--- src/diag_interrupt_sequencer_defines.vh ---
// Offsets, field positions and fixed values of the diagnostic sequencer
`ifndef DIAG_INTERRUPT_SEQUENCER_DEFINES_VH
`define DIAG_INTERRUPT_SEQUENCER_DEFINES_VH

// ----------------------------------------
// Register offsets
// ----------------------------------------
`define OFS_SUMMARY_FLAGS 5'h00
`define OFS_MODULE_CLASS 5'h01
`define OFS_SUPPLY_FAULT 5'h02
`define OFS_LOST_INTERRUPT 5'h03
`define OFS_CHANNEL_TYPE 5'h04
`define OFS_BITS_PER_CHANNEL 5'h05
`define OFS_CHANNEL_COUNT 5'h06
`define OFS_GROUP_ERROR 5'h07
`define OFS_LOST_FIRST 5'h08
`define OFS_DIAG_CONFIG 5'h10
`define OFS_DIAG_STATUS 5'h11

// ----------------------------------------
// Field positions
// ----------------------------------------
`define BIT_MODULE_FAIL 0
`define BIT_EXT_ERROR 2
`define BIT_CHAN_ERROR 3
`define BIT_AUX_MISSING 4
`define BIT_CHAN_INFO 4
`define BIT_SUPPLY_OVERLOAD 4
`define BIT_PI_LOST 6
`define BIT_MORE_TYPES 7
`define BIT_CFG_ENABLE 0
`define BIT_STS_FAULT 0
`define BIT_STS_DIAG_BUSY 1
`define BIT_STS_PI_BUSY 2

// ----------------------------------------
// Fixed values and reset values
// ----------------------------------------
`define CLASS_ANALOG 4'h5
`define CLASS_DIGITAL 4'hf
`define CHANNEL_TYPE_DI 7'h70
`define BITS_PER_CHANNEL 8'h08
`define CHANNEL_COUNT 8'h08
`define OUTGOING_FILL 8'h00
`define RST_BYTE 8'h00

`endif

--- src/diag_interrupt_sequencer.v ---
// Diagnostic interrupt sequencer with diagnostic record store
//
// What this block does
// Diagnostic interrupts are raised only while the global enable bit is set.
// A process event recurring on the source being serviced raises a diagnostic.
// An incoming diagnostic preempts the process interrupt being serviced.
// During diagnostic handling new events are held pending, not delivered.
// Held diagnostics go first in arrival order, then held process interrupts.
// Process events on a channel with incoming diagnostic active are discarded.
// When the causing process interrupt finishes, an outgoing diagnostic is raised.
// Events on a channel between incoming and outgoing are dropped unstored.
// Fault indicator lit from first incoming to last outgoing diagnostic.
// Each diagnostic raised emits one log entry with cause and module address.
// With diagnostics disabled the latest diagnostic event stays readable.
// Summary bytes are valid in the store when the diagnostic is raised.
// Byte 0 holds failure, external, channel, supply flags; other bits zero.
// Byte 1 holds module class, digital 1111b, and channel-info bit 4.
// Incoming byte 2 bit 4 flags internal supply overload; rest zero.
// Incoming byte 3 bit 6 flags a lost process interrupt; rest zero.
// Outgoing record keeps bytes 0 and 1, bytes 2 and 3 read 00h.
// Extended record is four summary bytes plus twelve specific bytes.
// Byte 4 bits 6 to 0 give channel type 70h, digital input.
// Byte 4 bit 7 flags further channel types, zero here.
// Byte 5 reports eight diagnostic bits per channel.
// Byte 6 reports eight channels.
// Byte 7 flags one error bit per channel group.
// Bytes 8 to 15 flag lost sources on even bits; odd bits zero.
// Record bytes live in a read-only byte store updated atomically.
`timescale 1ns/100ps
`include "diag_interrupt_sequencer_defines.vh"

module diag_interrupt_sequencer #(
    parameter [15:0] MODULE_ADDR = 16'h0000,
    parameter QAW = 4
) (
    input wire i_clk,
    input wire i_srst,
    input wire [4:0] i_addr,
    input wire [7:0] i_wdata,
    input wire i_wr,
    input wire i_rd,
    output reg [7:0] o_rdata,
    input wire [31:0] i_pi_event,
    input wire i_module_fail,
    input wire i_ext_error,
    input wire i_aux_missing,
    input wire i_supply_overload,
    output reg o_pi_req,
    output reg [4:0] o_pi_source,
    input wire i_pi_done,
    output reg o_diag_req,
    output reg o_diag_outgoing,
    output reg [2:0] o_diag_channel,
    input wire i_diag_done,
    output reg o_log_valid,
    output reg [7:0] o_log_cause,
    output reg [15:0] o_log_addr,
    output reg o_fault_led
);

// ----------------------------------------
// Helpers
// ----------------------------------------
localparam QDEPTH = 1 << QAW;

// Lost flags of four sources sit on even bits
function [7:0] spread;
    input [3:0] b;
    begin
        spread = {1'b0, b[3], 1'b0, b[2], 1'b0, b[1], 1'b0, b[0]};
    end
endfunction

function [7:0] byte0;
    input dummy;
    begin
        byte0 = 8'h00;
        byte0[`BIT_MODULE_FAIL] = i_module_fail;
        byte0[`BIT_EXT_ERROR] = i_ext_error;
        byte0[`BIT_CHAN_ERROR] = 1'b1;
        byte0[`BIT_AUX_MISSING] = i_aux_missing;
    end
endfunction

// ----------------------------------------
// State
// ----------------------------------------
reg enable;
reg [7:0] store [0:15];
reg [31:0] pend;
reg [7:0] active;
reg [7:0] waiting;
reg [31:0] lost;
reg pi_busy;
reg [4:0] cur_src;
reg diag_busy;
reg [3:0] diag_cur;
reg [3:0] queue [0:QDEPTH-1];
reg [QAW-1:0] wr_ptr;
reg [QAW-1:0] rd_ptr;
reg [QAW:0] count;

reg [31:0] next_pend;
reg [7:0] next_active;
reg [7:0] next_waiting;
reg [31:0] next_lost;
reg next_pi_busy;
reg [4:0] next_cur_src;
reg next_diag_busy;
reg [3:0] next_diag_cur;
reg push;
reg [3:0] push_entry;
reg pop;
reg snap;
reg [3:0] snap_entry;
reg [31:0] snap_lost;
reg [7:0] snap_group;
reg [2:0] g;
reg launch;
integer s;

wire pi_done = i_pi_done & o_pi_req;
wire diag_done = i_diag_done & o_diag_req;
wire [2:0] cur_grp = cur_src[4:2];

// ----------------------------------------
// Sequencing
// ----------------------------------------
always @* begin
    next_pend = pend;
    next_active = active;
    next_waiting = waiting;
    next_lost = lost;
    next_pi_busy = pi_busy;
    next_cur_src = cur_src;
    next_diag_busy = diag_busy;
    next_diag_cur = diag_cur;
    push = 1'b0;
    push_entry = 4'h0;
    pop = 1'b0;
    snap = 1'b0;
    snap_entry = 4'h0;
    snap_lost = 32'h0;
    snap_group = 8'h00;
    g = 3'h0;
    launch = 1'b0;

    // Diagnostic handling finishes
    if (diag_done) begin
        next_diag_busy = 1'b0;
        if (diag_cur[3]) begin
            next_active[diag_cur[2:0]] = 1'b0;
            next_lost[{diag_cur[2:0], 2'b00} +: 4] = 4'h0;
        end
    end

    // The serviced process interrupt completes
    if (pi_done) begin
        next_pi_busy = 1'b0;
        if (waiting[cur_grp]) begin
            next_waiting[cur_grp] = 1'b0;
            if (enable) begin
                push = 1'b1;
                push_entry = {1'b1, cur_grp};
            end else begin
                // No outgoing message once disabled; the window closes quietly
                next_active[cur_grp] = 1'b0;
                next_lost[{cur_grp, 2'b00} +: 4] = 4'h0;
            end
        end
    end

    // Diagnostics go first, one at a time, oldest first
    if (!diag_busy && count != 0) begin
        pop = 1'b1;
        next_diag_busy = 1'b1;
        next_diag_cur = queue[rd_ptr];
        snap = 1'b1;
        snap_entry = queue[rd_ptr];
        snap_lost = lost;
        snap_group = active;
    end

    // Process interrupts only when no diagnostic is running or held
    if (!pi_busy && !diag_busy && count == 0 && pend != 32'h0) begin
        launch = 1'b1;
        for (s = 31; s >= 0; s = s - 1) begin
            if (pend[s]) begin
                next_cur_src = s[4:0];
            end
        end
        next_pi_busy = 1'b1;
        next_pend[next_cur_src] = 1'b0;
    end

    // New process events; a set after the clear above wins
    for (s = 0; s < 32; s = s + 1) begin
        if (i_pi_event[s]) begin
            g = s[4:2];
            if (active[g]) begin
                // Dropped without storage
                next_pend[s] = next_pend[s];
            end else if (pi_busy && !pi_done && cur_src == s[4:0]) begin
                if (enable) begin
                    push = 1'b1;
                    push_entry = {1'b0, g};
                    next_active[g] = 1'b1;
                    next_waiting[g] = 1'b1;
                    next_lost[s] = 1'b1;
                end else if (!snap) begin
                    snap = 1'b1;
                    snap_entry = {1'b0, g};
                    snap_lost = lost;
                    snap_lost[s] = 1'b1;
                    snap_group = active;
                    snap_group[g] = 1'b1;
                end
            end else begin
                next_pend[s] = 1'b1;
            end
        end
    end
end

// ----------------------------------------
// Registers
// ----------------------------------------
always @(posedge i_clk) begin
    if (i_srst) begin
        enable <= 1'b0;
        pend <= 32'h0;
        active <= 8'h00;
        waiting <= 8'h00;
        lost <= 32'h0;
        pi_busy <= 1'b0;
        cur_src <= 5'h00;
        diag_busy <= 1'b0;
        diag_cur <= 4'h0;
        wr_ptr <= {QAW{1'b0}};
        rd_ptr <= {QAW{1'b0}};
        count <= {(QAW+1){1'b0}};
        o_pi_req <= 1'b0;
        o_pi_source <= 5'h00;
        o_diag_req <= 1'b0;
        o_diag_outgoing <= 1'b0;
        o_diag_channel <= 3'h0;
        o_log_valid <= 1'b0;
        o_log_cause <= 8'h00;
        o_log_addr <= 16'h0000;
        o_fault_led <= 1'b0;
        o_rdata <= 8'h00;
    end else begin
        if (i_wr && i_addr == `OFS_DIAG_CONFIG) begin
            enable <= i_wdata[`BIT_CFG_ENABLE];
        end
        pend <= next_pend;
        active <= next_active;
        waiting <= next_waiting;
        lost <= next_lost;
        pi_busy <= next_pi_busy;
        cur_src <= next_cur_src;
        diag_busy <= next_diag_busy;
        diag_cur <= next_diag_cur;
        if (push) begin
            queue[wr_ptr] <= push_entry;
            wr_ptr <= wr_ptr + 1'b1;
        end
        if (pop) begin
            rd_ptr <= rd_ptr + 1'b1;
        end
        count <= count + {{QAW{1'b0}}, push} - {{QAW{1'b0}}, pop};
        // Preempted process interrupt is withdrawn until diagnostics end
        o_pi_req <= next_pi_busy & ~next_diag_busy & (count == 0) & ~push;
        o_pi_source <= next_cur_src;
        o_diag_req <= next_diag_busy;
        o_diag_outgoing <= next_diag_cur[3];
        o_diag_channel <= next_diag_cur[2:0];
        o_log_valid <= pop;
        o_log_cause <= byte0(1'b0);
        o_log_addr <= MODULE_ADDR;
        o_fault_led <= |next_active;
        o_rdata <= 8'h00;
        if (i_rd) begin
            if (i_addr[4] == 1'b0) begin
                o_rdata <= store[i_addr[3:0]];
            end else if (i_addr == `OFS_DIAG_CONFIG) begin
                o_rdata <= {7'h00, enable};
            end else if (i_addr == `OFS_DIAG_STATUS) begin
                o_rdata <= {5'h00, pi_busy, diag_busy, o_fault_led};
            end
        end
    end
end

// ----------------------------------------
// Diagnostic record store
// ----------------------------------------
// All sixteen bytes change in one edge so a read never mixes two events
// One process writes the whole store so every byte has a single driver
wire [63:0] lost_image;
integer j;

genvar k;
generate
    for (k = 0; k < 8; k = k + 1) begin : lost_bytes
        assign lost_image[8*k +: 8] = snap_entry[3] ? `OUTGOING_FILL :
            spread(snap_lost[4*k +: 4]);
    end
endgenerate

always @(posedge i_clk) begin
    if (i_srst) begin
        for (j = 8; j < 16; j = j + 1) begin
            store[j] <= `RST_BYTE;
        end
        store[0] <= `RST_BYTE;
        store[1] <= `RST_BYTE;
        store[2] <= `RST_BYTE;
        store[3] <= `RST_BYTE;
        store[4] <= {1'b0, `CHANNEL_TYPE_DI};
        store[5] <= `BITS_PER_CHANNEL;
        store[6] <= `CHANNEL_COUNT;
        store[7] <= `RST_BYTE;
    end else if (snap) begin
        store[0] <= byte0(1'b0);
        store[1] <= {3'h0, 1'b1, `CLASS_DIGITAL};
        if (snap_entry[3]) begin
            store[2] <= `OUTGOING_FILL;
            store[3] <= `OUTGOING_FILL;
            store[7] <= snap_group & ~(8'h01 << snap_entry[2:0]);
        end else begin
            store[2] <= {3'h0, i_supply_overload, 4'h0};
            store[3] <= {1'b0, 1'b1, 6'h00};
            store[7] <= snap_group;
        end
        store[4] <= {1'b0, `CHANNEL_TYPE_DI};
        store[5] <= `BITS_PER_CHANNEL;
        store[6] <= `CHANNEL_COUNT;
        for (j = 0; j < 8; j = j + 1) begin
            store[8 + j] <= lost_image[8*j +: 8];
        end
    end
end

endmodule

--- config.mk ---
export PLATFORM = sky130hd
export DESIGN_NAME = diag_interrupt_sequencer
export DESIGN_NICKNAME = d
export VERILOG_FILES = /design/src/diag_interrupt_sequencer.v
export VERILOG_INCLUDE_DIRS = /design/src
export SDC_FILE = /design/constraint.sdc
export NUM_CORES = 1
export LEC_CHECK = 0
export BUFFER_PORTS_ARGS = -buffer_cell sky130_fd_sc_hd__buf_2
export CAP_MARGIN = 20
export CORE_MARGIN = 3
export CORE_UTILIZATION = 40
export CTS_CLUSTER_SIZE = 16
export DETAILED_ROUTE_END_ITERATION = 12
export PLACE_DENSITY = 0.64
export SLEW_MARGIN = 20
export SYNTH_ARGS = -nofsm -noshare
export SYNTH_HDL_FRONTEND = slang
export SYNTH_SLANG_ARGS = --single-unit
--- constraint.sdc ---
create_clock -name i_clk -period 5.7 [get_ports i_clk]
set_clock_uncertainty 0.1 [all_clocks]
set_input_delay 0 -clock i_clk [delete_from_list [all_inputs] [get_ports i_clk]]
set_output_delay 0 -clock i_clk [all_outputs]
set_load 0.01 [all_outputs]
==> results of run 1 <==
==> power groups by stage <==
stage,registers [mW],clock network (mW),logic (mW)
floorplan,2.04,0,1.01
global placement,2.12,0,1.37
detailed placement,2.13,0,1.38
CTS,2.10,1.72,1.42
global route,2.12,1.80,1.55
finish,2.10,1.69,1.44
==> flip-flops by register name (all words and copies together) (netlist names), 2 cells and up, named ones only <==
signal / count
count: 5
o_rdata: 8
queue: 64
store: 47
active: 8
o_log_cause: 4
o_diag_channel: 2
waiting: 8
rd_ptr: 4
wr_ptr: 4
cur_src: 5
lost: 32
pend: 32
==> cell type report <==
cell class | instances | area [um2] | share of cell area (%)
sequential | 235 | 5710 | 38.9
timing repair buffer | 159 | 1170 | 8.00
tap | 396 | 495 | 3.38
inverter | 38 | 143 | 0.972
multi-input combinational | 964 | 6280 | 42.8
clock buffer | 37 | 774 | 5.28
clock inverter | 13 | 96.3 | 0.657
==> cell usage after synthesis, types with 9 or more instances <==
master / number / area (um2)
nor2_1: 150 / 563
dfxtp_1: 135 / 2700
a21oi_1: 108 / 541
edfxtp_1: 100 / 3000
nand2_1: 97 / 364
o21ai_0: 95 / 475
clkbuf_1: 49 / 184
nand3_1: 38 / 190
nor2b_1: 37 / 231
inv_1: 35 / 131
mux4_2: 34 / 766
nor3_1: 29 / 145
buf_4: 27 / 203
and3_1: 26 / 163
a32oi_1: 22 / 193
nand4_1: 22 / 138
ha_1: 21 / 263
a22oi_1: 20 / 150
mux2i_1: 18 / 180
o31ai_1: 16 / 120
nor4_1: 13 / 81.3
a31oi_1: 11 / 68.8
and2_1: 11 / 68.8
nand2b_1: 11 / 68.8
a211oi_1: 10 / 75.1
and4_1: 10 / 87.6
buf_2: 9 / 45.0
nor3b_1: 9 / 67.6
==> layer usage <==
metal,share of wire [%],track usage (%),vias up
met1,41,32.4,5462
met4,4.0,9.02,0
met3,8.7,4.52,101
met5,0,0,-
met2,47,39.3,556
li1,-,-,5122
==> worst register-to-register path, cell delays in order (launching register included) <==
cell and delay (ps):
dfxtp_1 500, inv_1 280, ha_1 440, nand2b_1 190, nor4_1 520, a211oi_1 90
o21ai_0 610, or4_1 280, or2_1 200, inv_2 70, ha_1 270, inv_1 40
ha_1 180, inv_1 80, fa_1 200, inv_1 50, a21oi_1 130, nor2_1 70
or3_1 340, a21oi_1 140
==> repair_timing <==
action	4_1_cts	5_1_grt
hold buffers	63	0
buffers inserted	0	0
endpoints found under the setup margin	0	0
endpoints found under the hold margin	107	0
==> worst min-delay path by stage <==
stage	endpoint	slack, ps	depth (start not counted)
6_report	store[2][4]$_SDFFE_PP0P_	160	3
5_1_grt	store[2][4]$_SDFFE_PP0P_	170	3
4_1_cts	store[2][4]$_SDFFE_PP0P_	140	3
3_5_place_dp	enable$_SDFFE_PP0P_	150	3
3_3_place_gp	enable$_SDFFE_PP0P_	160	3
2_1_floorplan	diag_busy$_SDFF_PP0_	0.3	1
==> cell families (layout without fill, tap and decap cells) <==
logic type	count (synthesis)	count (layout)	synth area share [%]
XOR/XNOR	9	9	0.629
other	1	20	0.0299
adder cells (fa/ha/maj)	22	22	2.26
multiplexers	55	55	7.82
flip-flops	235	235	45.5
buffers and inverters	131	247	4.95
AND/OR/NAND/NOR	501	501	20.8
AO/OA/AOI/OAI	357	357	18.0
==> metrics, run 1 <==
Reg2Reg Launch Point cur_src[3]$_SDFFE_PP0P_; number of global-route vias before repair 10900; Post-synth top flop dfxtp_1; cts repair resizes 0; worst slew pin tran 1110 ps; Worst EP arrival 5220 ps; Clock power frac 32.3%; Setup CP Type register to register; CTS max path bufs 3; Peak VDD IR 216 uV; Top delay family on crit path simple AND/OR/NAND/NOR gates; hold_sp i_supply_overload; Hold Crit Class primary input to register; P&R area growth vs syn 17.0%; initial antenna violation count 0; die width 183 um; Worst setup EP type register; Seq/Total Area, Yosys 45.5%; gr usage total 24.2%; site row count 64; required time of the critical path 6070 ps; dpl cell area 13200 um2; Switch Pwr 1.78 mW; crit-path cells inv_1 -> ha_1 -> nand2b_1 -> nor4_1 -> a211oi_1 -> o21ai_0 -> or4_1 -> or2_1 -> inv_2 -> ha_1 -> inv_1 -> ha_1 -> inv_1 -> fa_1 -> inv_1 -> a21oi_1 -> nor2_1 -> or3_1 -> a21oi_1; Reg power frac 40.1%; fin crit share 85.1%; clk sinks 235; leakage power total 5.37 nW; crit path time final 4850 ps; ANT cells 0; Power per Cell Area 356 nW/um2; clk slew on worst S/H paths 60 ps; vias 11200; Peak Freq 206 MHz; first-pass GRT wire length 63300 um; Ys Warns 0; CP max-delay cell o21ai_0; Fillers 2928; most used cell along the critical path inv_1; utilization after layout 47.7%; crit path launch type register; Hold Worst Slack 163 ps; worst reg-to-reg setup slack 850 ps; DIE AREA 33500 um2; layout net count 1502; Pins Over Slew Limit 0; Power, Total 5.23 mW; CTS tree yes; final setup fails 0; Avg Cell Area, Syn 9.56 um2; Placed Cells incl. Taps 1729; Finished Cell Area 14700 um2; Critical Path Source cur_src[3]$_SDFFE_PP0P_; most frequent cells in the layout nor2_1 (150), dfxtp_1 (133), a21oi_1 (108); Routed wire per std cell 22.6 um; IO Count 100; port bufs 72; Worst path max stage delay 610 ps; final std cells w/o fill 1842; drt first pass iters 5; MaxCap Viol Count 0; Root Buffer clkbuf_16; H-tree lvl count 1; DRC Markers 0; ANT nets after route 0; Post-DP HPWL 30100 um; global placement routability congestion 0.964; layout cells sized above 1 14.1%; initial DRC count 1504; post-route setup TNS 0 ps; Vias/cell 6.10; Mapped Area 12500 um2; Post-synth EDFFs 100; reg2reg path depth 19; commonest non-fill, non-tap cell in the layout nor2_1; Total Wirelength 41600 um; core area 30700 um2; Synth Instances 1311; status completed; Int Power 3.45 mW; final number of hold-violating endpoints 0; reg-to-reg critical path endpoint count[4]$_SDFF_PP0_; pin count of the biggest net entering global routing 81; Yosys cell types 90; sw frac 34.1%; Slew headroom 25.5%; Async SR Flop Fraction 0%; Setup WS pre-CTS 971 ps; Die Y 183 um; worst setup path end count[4]$_SDFF_PP0_; FF+latch count, synth 235; Initial Util 40.8%; Clock Latency Late Sink 540 ps; Max FO, Critical Path 16; Final WS setup 850 ps; RSZ-0062 raised after global routing false; Num CTS Buffers 27; CP Buf/Inv Count 5; Crit path depth 19; GRT Residual Overflow 0; Gate power share 27.6%
Note: power is estimated with default switching activity, not from simulation.
==> run 2: changes to the inputs <==
--- a/config.mk
+++ b/config.mk
@@ -6,6 +6,7 @@
 export SDC_FILE = /design/constraint.sdc
 export NUM_CORES = 1
 export LEC_CHECK = 0
+export ABC_AREA = 1
 export BUFFER_PORTS_ARGS = -buffer_cell sky130_fd_sc_hd__buf_2
 export CAP_MARGIN = 20
 export CORE_MARGIN = 3
==> metrics, run 2 <==
status completed; port bufs 72 (unchanged); Worst EP arrival 5220 ps (about the same); Synth area leader edfxtp_1; Power, Total 5.96 mW (+14%); Finished Cell Area 15800 um2 (+8.1%); DRC Markers 0 (unchanged); Top delay family on crit path simple AND/OR/NAND/NOR gates; multi-input logic area 6590 um2 (+5.0%); H-tree lvl count 1 (unchanged); Post-DP HPWL 40300 um (+34%); reg2reg path depth 28 (+9); drt first pass iters 5 (unchanged); MaxCap Viol Count 0 (unchanged); layout net count 2073 (+38%); Fillers 3415 (+17%); gr usage total 27.8% (+3.6 points); worst reg-to-reg setup slack 670 ps (-180 ps); CTS max path bufs 3 (unchanged); utilization after layout 47.1% (-0.55 points); Sequential Area 5710 um2 (unchanged); commonest non-fill, non-tap cell in the layout nand2_1; Slew headroom 32.9% (+7.3 points); Power per Cell Area 376 nW/um2 (+5.6%); Clock Latency Late Sink 560 ps (+20 ps); Avg Cell Area, Syn 7.30 um2 (-24%); max FFs per register 64 (unchanged); crit path time final 5030 ps (+176 ps); DIE AREA 36400 um2 (+8.7%); hold depth 3 (unchanged); vias 13700 (+22%); CP Buf/Inv Count 5 (unchanged); Mapped Area 13700 um2 (+9.0%); IO Count 100 (unchanged); CTS tree yes; Post-synth EDFFs 100 (unchanged); die width 191 um (+4.3%); post-route setup TNS 0 ps (unchanged); Largest Register queue; Top Registers queue (64), store (47); Yosys cell types 57 (-37%); Post-synth top flop dfxtp_1; Total Wirelength 51600 um (+24%); most used cell along the critical path nor2_4; RSZ-0062 raised after global routing false; P&R area growth vs syn 16.0%; FF+latch count, synth 235 (unchanged); crit path launch type register; GRT Residual Overflow 0 (unchanged); setup repair bufs after CTS 0 (unchanged); Setup CP Type register to register; Num CTS Buffers 26 (-3.7%); dpl cell area 14400 um2 (+9.5%); Hold Crit Class primary input to register; worst slew pin tran 1010 ps (-101 ps); first-pass GRT wire length 77400 um (+22%); Ys Warns 0 (unchanged); ANT cells 0 (unchanged); Worst Hold Path EP diag_cur[2]$_SDFFE_PP0P_; Vias/cell 5.56 (-8.9%); post-synth top area share 22.0% (-2.0 points); pin count of the biggest net entering global routing 88 (+8.6%); final setup fails 0 (unchanged); Pins Over Slew Limit 0 (unchanged); Peak VDD IR 226 uV (+4.6%); Synth Instances 1871 (+43%); initial DRC count 1350 (-10%); required time of the critical path 5900 ps (-170 ps); final number of hold-violating endpoints 0 (unchanged); Seq/Total Area, Yosys 41.8% (-3.8 points); Die Y 191 um (+4.3%); global placement routability congestion 1.03 (+7.2%); top cells by area, synth edfxtp_1 (22%), dfxtp_1 (20%), nand2_1 (9.0%), inv_1 (7.2%), nor2_1 (7.1%); Max FO, Critical Path 29 (+13); Async SR Flop Fraction 0% (unchanged); fin crit share 88.2% (+3.1 points); most frequent cells in the layout nand2_1 (328), inv_1 (263), nor2_1 (257); Reg2Reg Launch Point cur_src[3]$_SDFFE_PP0P_; Worst setup EP type register; reg-to-reg critical path endpoint store[10][0]$_SDFFCE_PP0P_; Peak Freq 199 MHz (-3.5%); clk sinks 235 (unchanged); layout cells sized above 1 9.23% (-4.9 points); CP max-delay cell dfxtp_1; initial antenna violation count 0 (unchanged); leakage power total 6.80 nW (+27%); Routed wire per std cell 20.9 um (-7.5%); clk slew on worst S/H paths 60 ps (about the same); core area 33600 um2 (+9.3%); most common cell in the netlist nand2_1; top cells by count, synth nand2_1 (328), inv_1 (263), nor2_1 (257), a21oi_1 (172), dfxtp_1 (135); Root Buffer clkbuf_16; hold_sp i_srst; ANT nets after route 0 (unchanged); number of global-route vias before repair 12800 (+17%); Worst path max stage delay 530 ps (-80 ps); Initial Util 40.6% (-0.11 points); site row count 67 (+4.7%)
-- run 2: cell count changes after synthesis, sizes merged, moves of 13 or more --
cell,change
a32oi,-22
nand4,+53
and3,-18
inv,+241
nand2,+241
nand3,+79
a21oi,+64
o211ai,+25
nor2,+122
nor2b,-37
nor3,+13
mux4,-34
-- run 2: timing repair --
item	4_1_cts	5_1_grt
resized for setup	0	0
endpoints found under the hold margin	94	0
hold buffers	60	0
-- run 2: where the power goes --
| group | internal [mW] | switching, mW |
|---|---|---|
| sequential | 1.98 | 0.227 |
| clock | 0.933 | 0.703 |
| combinational | 0.651 | 1.47 |
-- run 2: cell families (layout without fill, tap and decap cells) --
kind of cell    count (synthesis)  after routing  share of synthesized area (%)
buf+inv                       357            483                           10.5
fa+ha+maj                      22             22                           2.07
xor+xnor                        1              1                         0.0641
other cells                     1             20                         0.0274
compound gates                345            345                           14.3
mux                            14             14                           1.03
simple gates                  896            896                           30.2
flops                         235            235                           41.8
-- run 2: worst reg2reg max path, delay by kind of cell, from the launching register on --
family          cells  cell delay [ps]
buf+inv             5             1000
compound gates      1               90
flops               1              530
fa+ha+maj           1              330
simple gates       21             2730
-- run 2: routing by layer --
metal / vias up / share of wire [%] / wire length (um) / GRT usage, %
li1: 6507 / - / - / -
met1: 6440 / 44 / 22500 / 38.5
met2: 632 / 45 / 23100 / 45.1
met3: 121 / 7.0 / 3620 / 2.85
met4: 0 / 4.5 / 2320 / 10.4
met5: - / 0 / 0 / 0
-- run 2: worst max-delay path by stage --
stage	startpoint	to	cells past startpoint
after floorplan	cur_src[2]$_SDFFE_PP0P_	store[0][0]$_DFFE_PP_	24
after global placement	cur_src[3]$_SDFFE_PP0P_	store[10][0]$_SDFFCE_PP0P_	28
after detailed placement	cur_src[3]$_SDFFE_PP0P_	store[11][6]$_SDFFCE_PP0P_	24
after CTS	cur_src[3]$_SDFFE_PP0P_	store[10][0]$_SDFFCE_PP0P_	28
after global routing	cur_src[3]$_SDFFE_PP0P_	store[10][0]$_SDFFCE_PP0P_	28
final	cur_src[3]$_SDFFE_PP0P_	store[10][0]$_SDFFCE_PP0P_	28
-- run 2: per-stage QoR --
step	worst slack (ps)	cells	hold slack, ps
after global routing	377	2464	208
after detailed placement	789	2356	131
after global placement	844	2356	132
after CTS	779	2464	172
final	674	2464	191
after floorplan	1710	1890	25.2
-- run 2: final cells by class --
class | count | area share [%]
inverter | 287 | 6.80
clock inverter | 17 | 1.01
multi-input combinational | 1298 | 41.6
sequential | 235 | 36.0
tap | 448 | 3.54
clock buffer | 31 | 4.22
timing repair buffer | 148 | 6.84
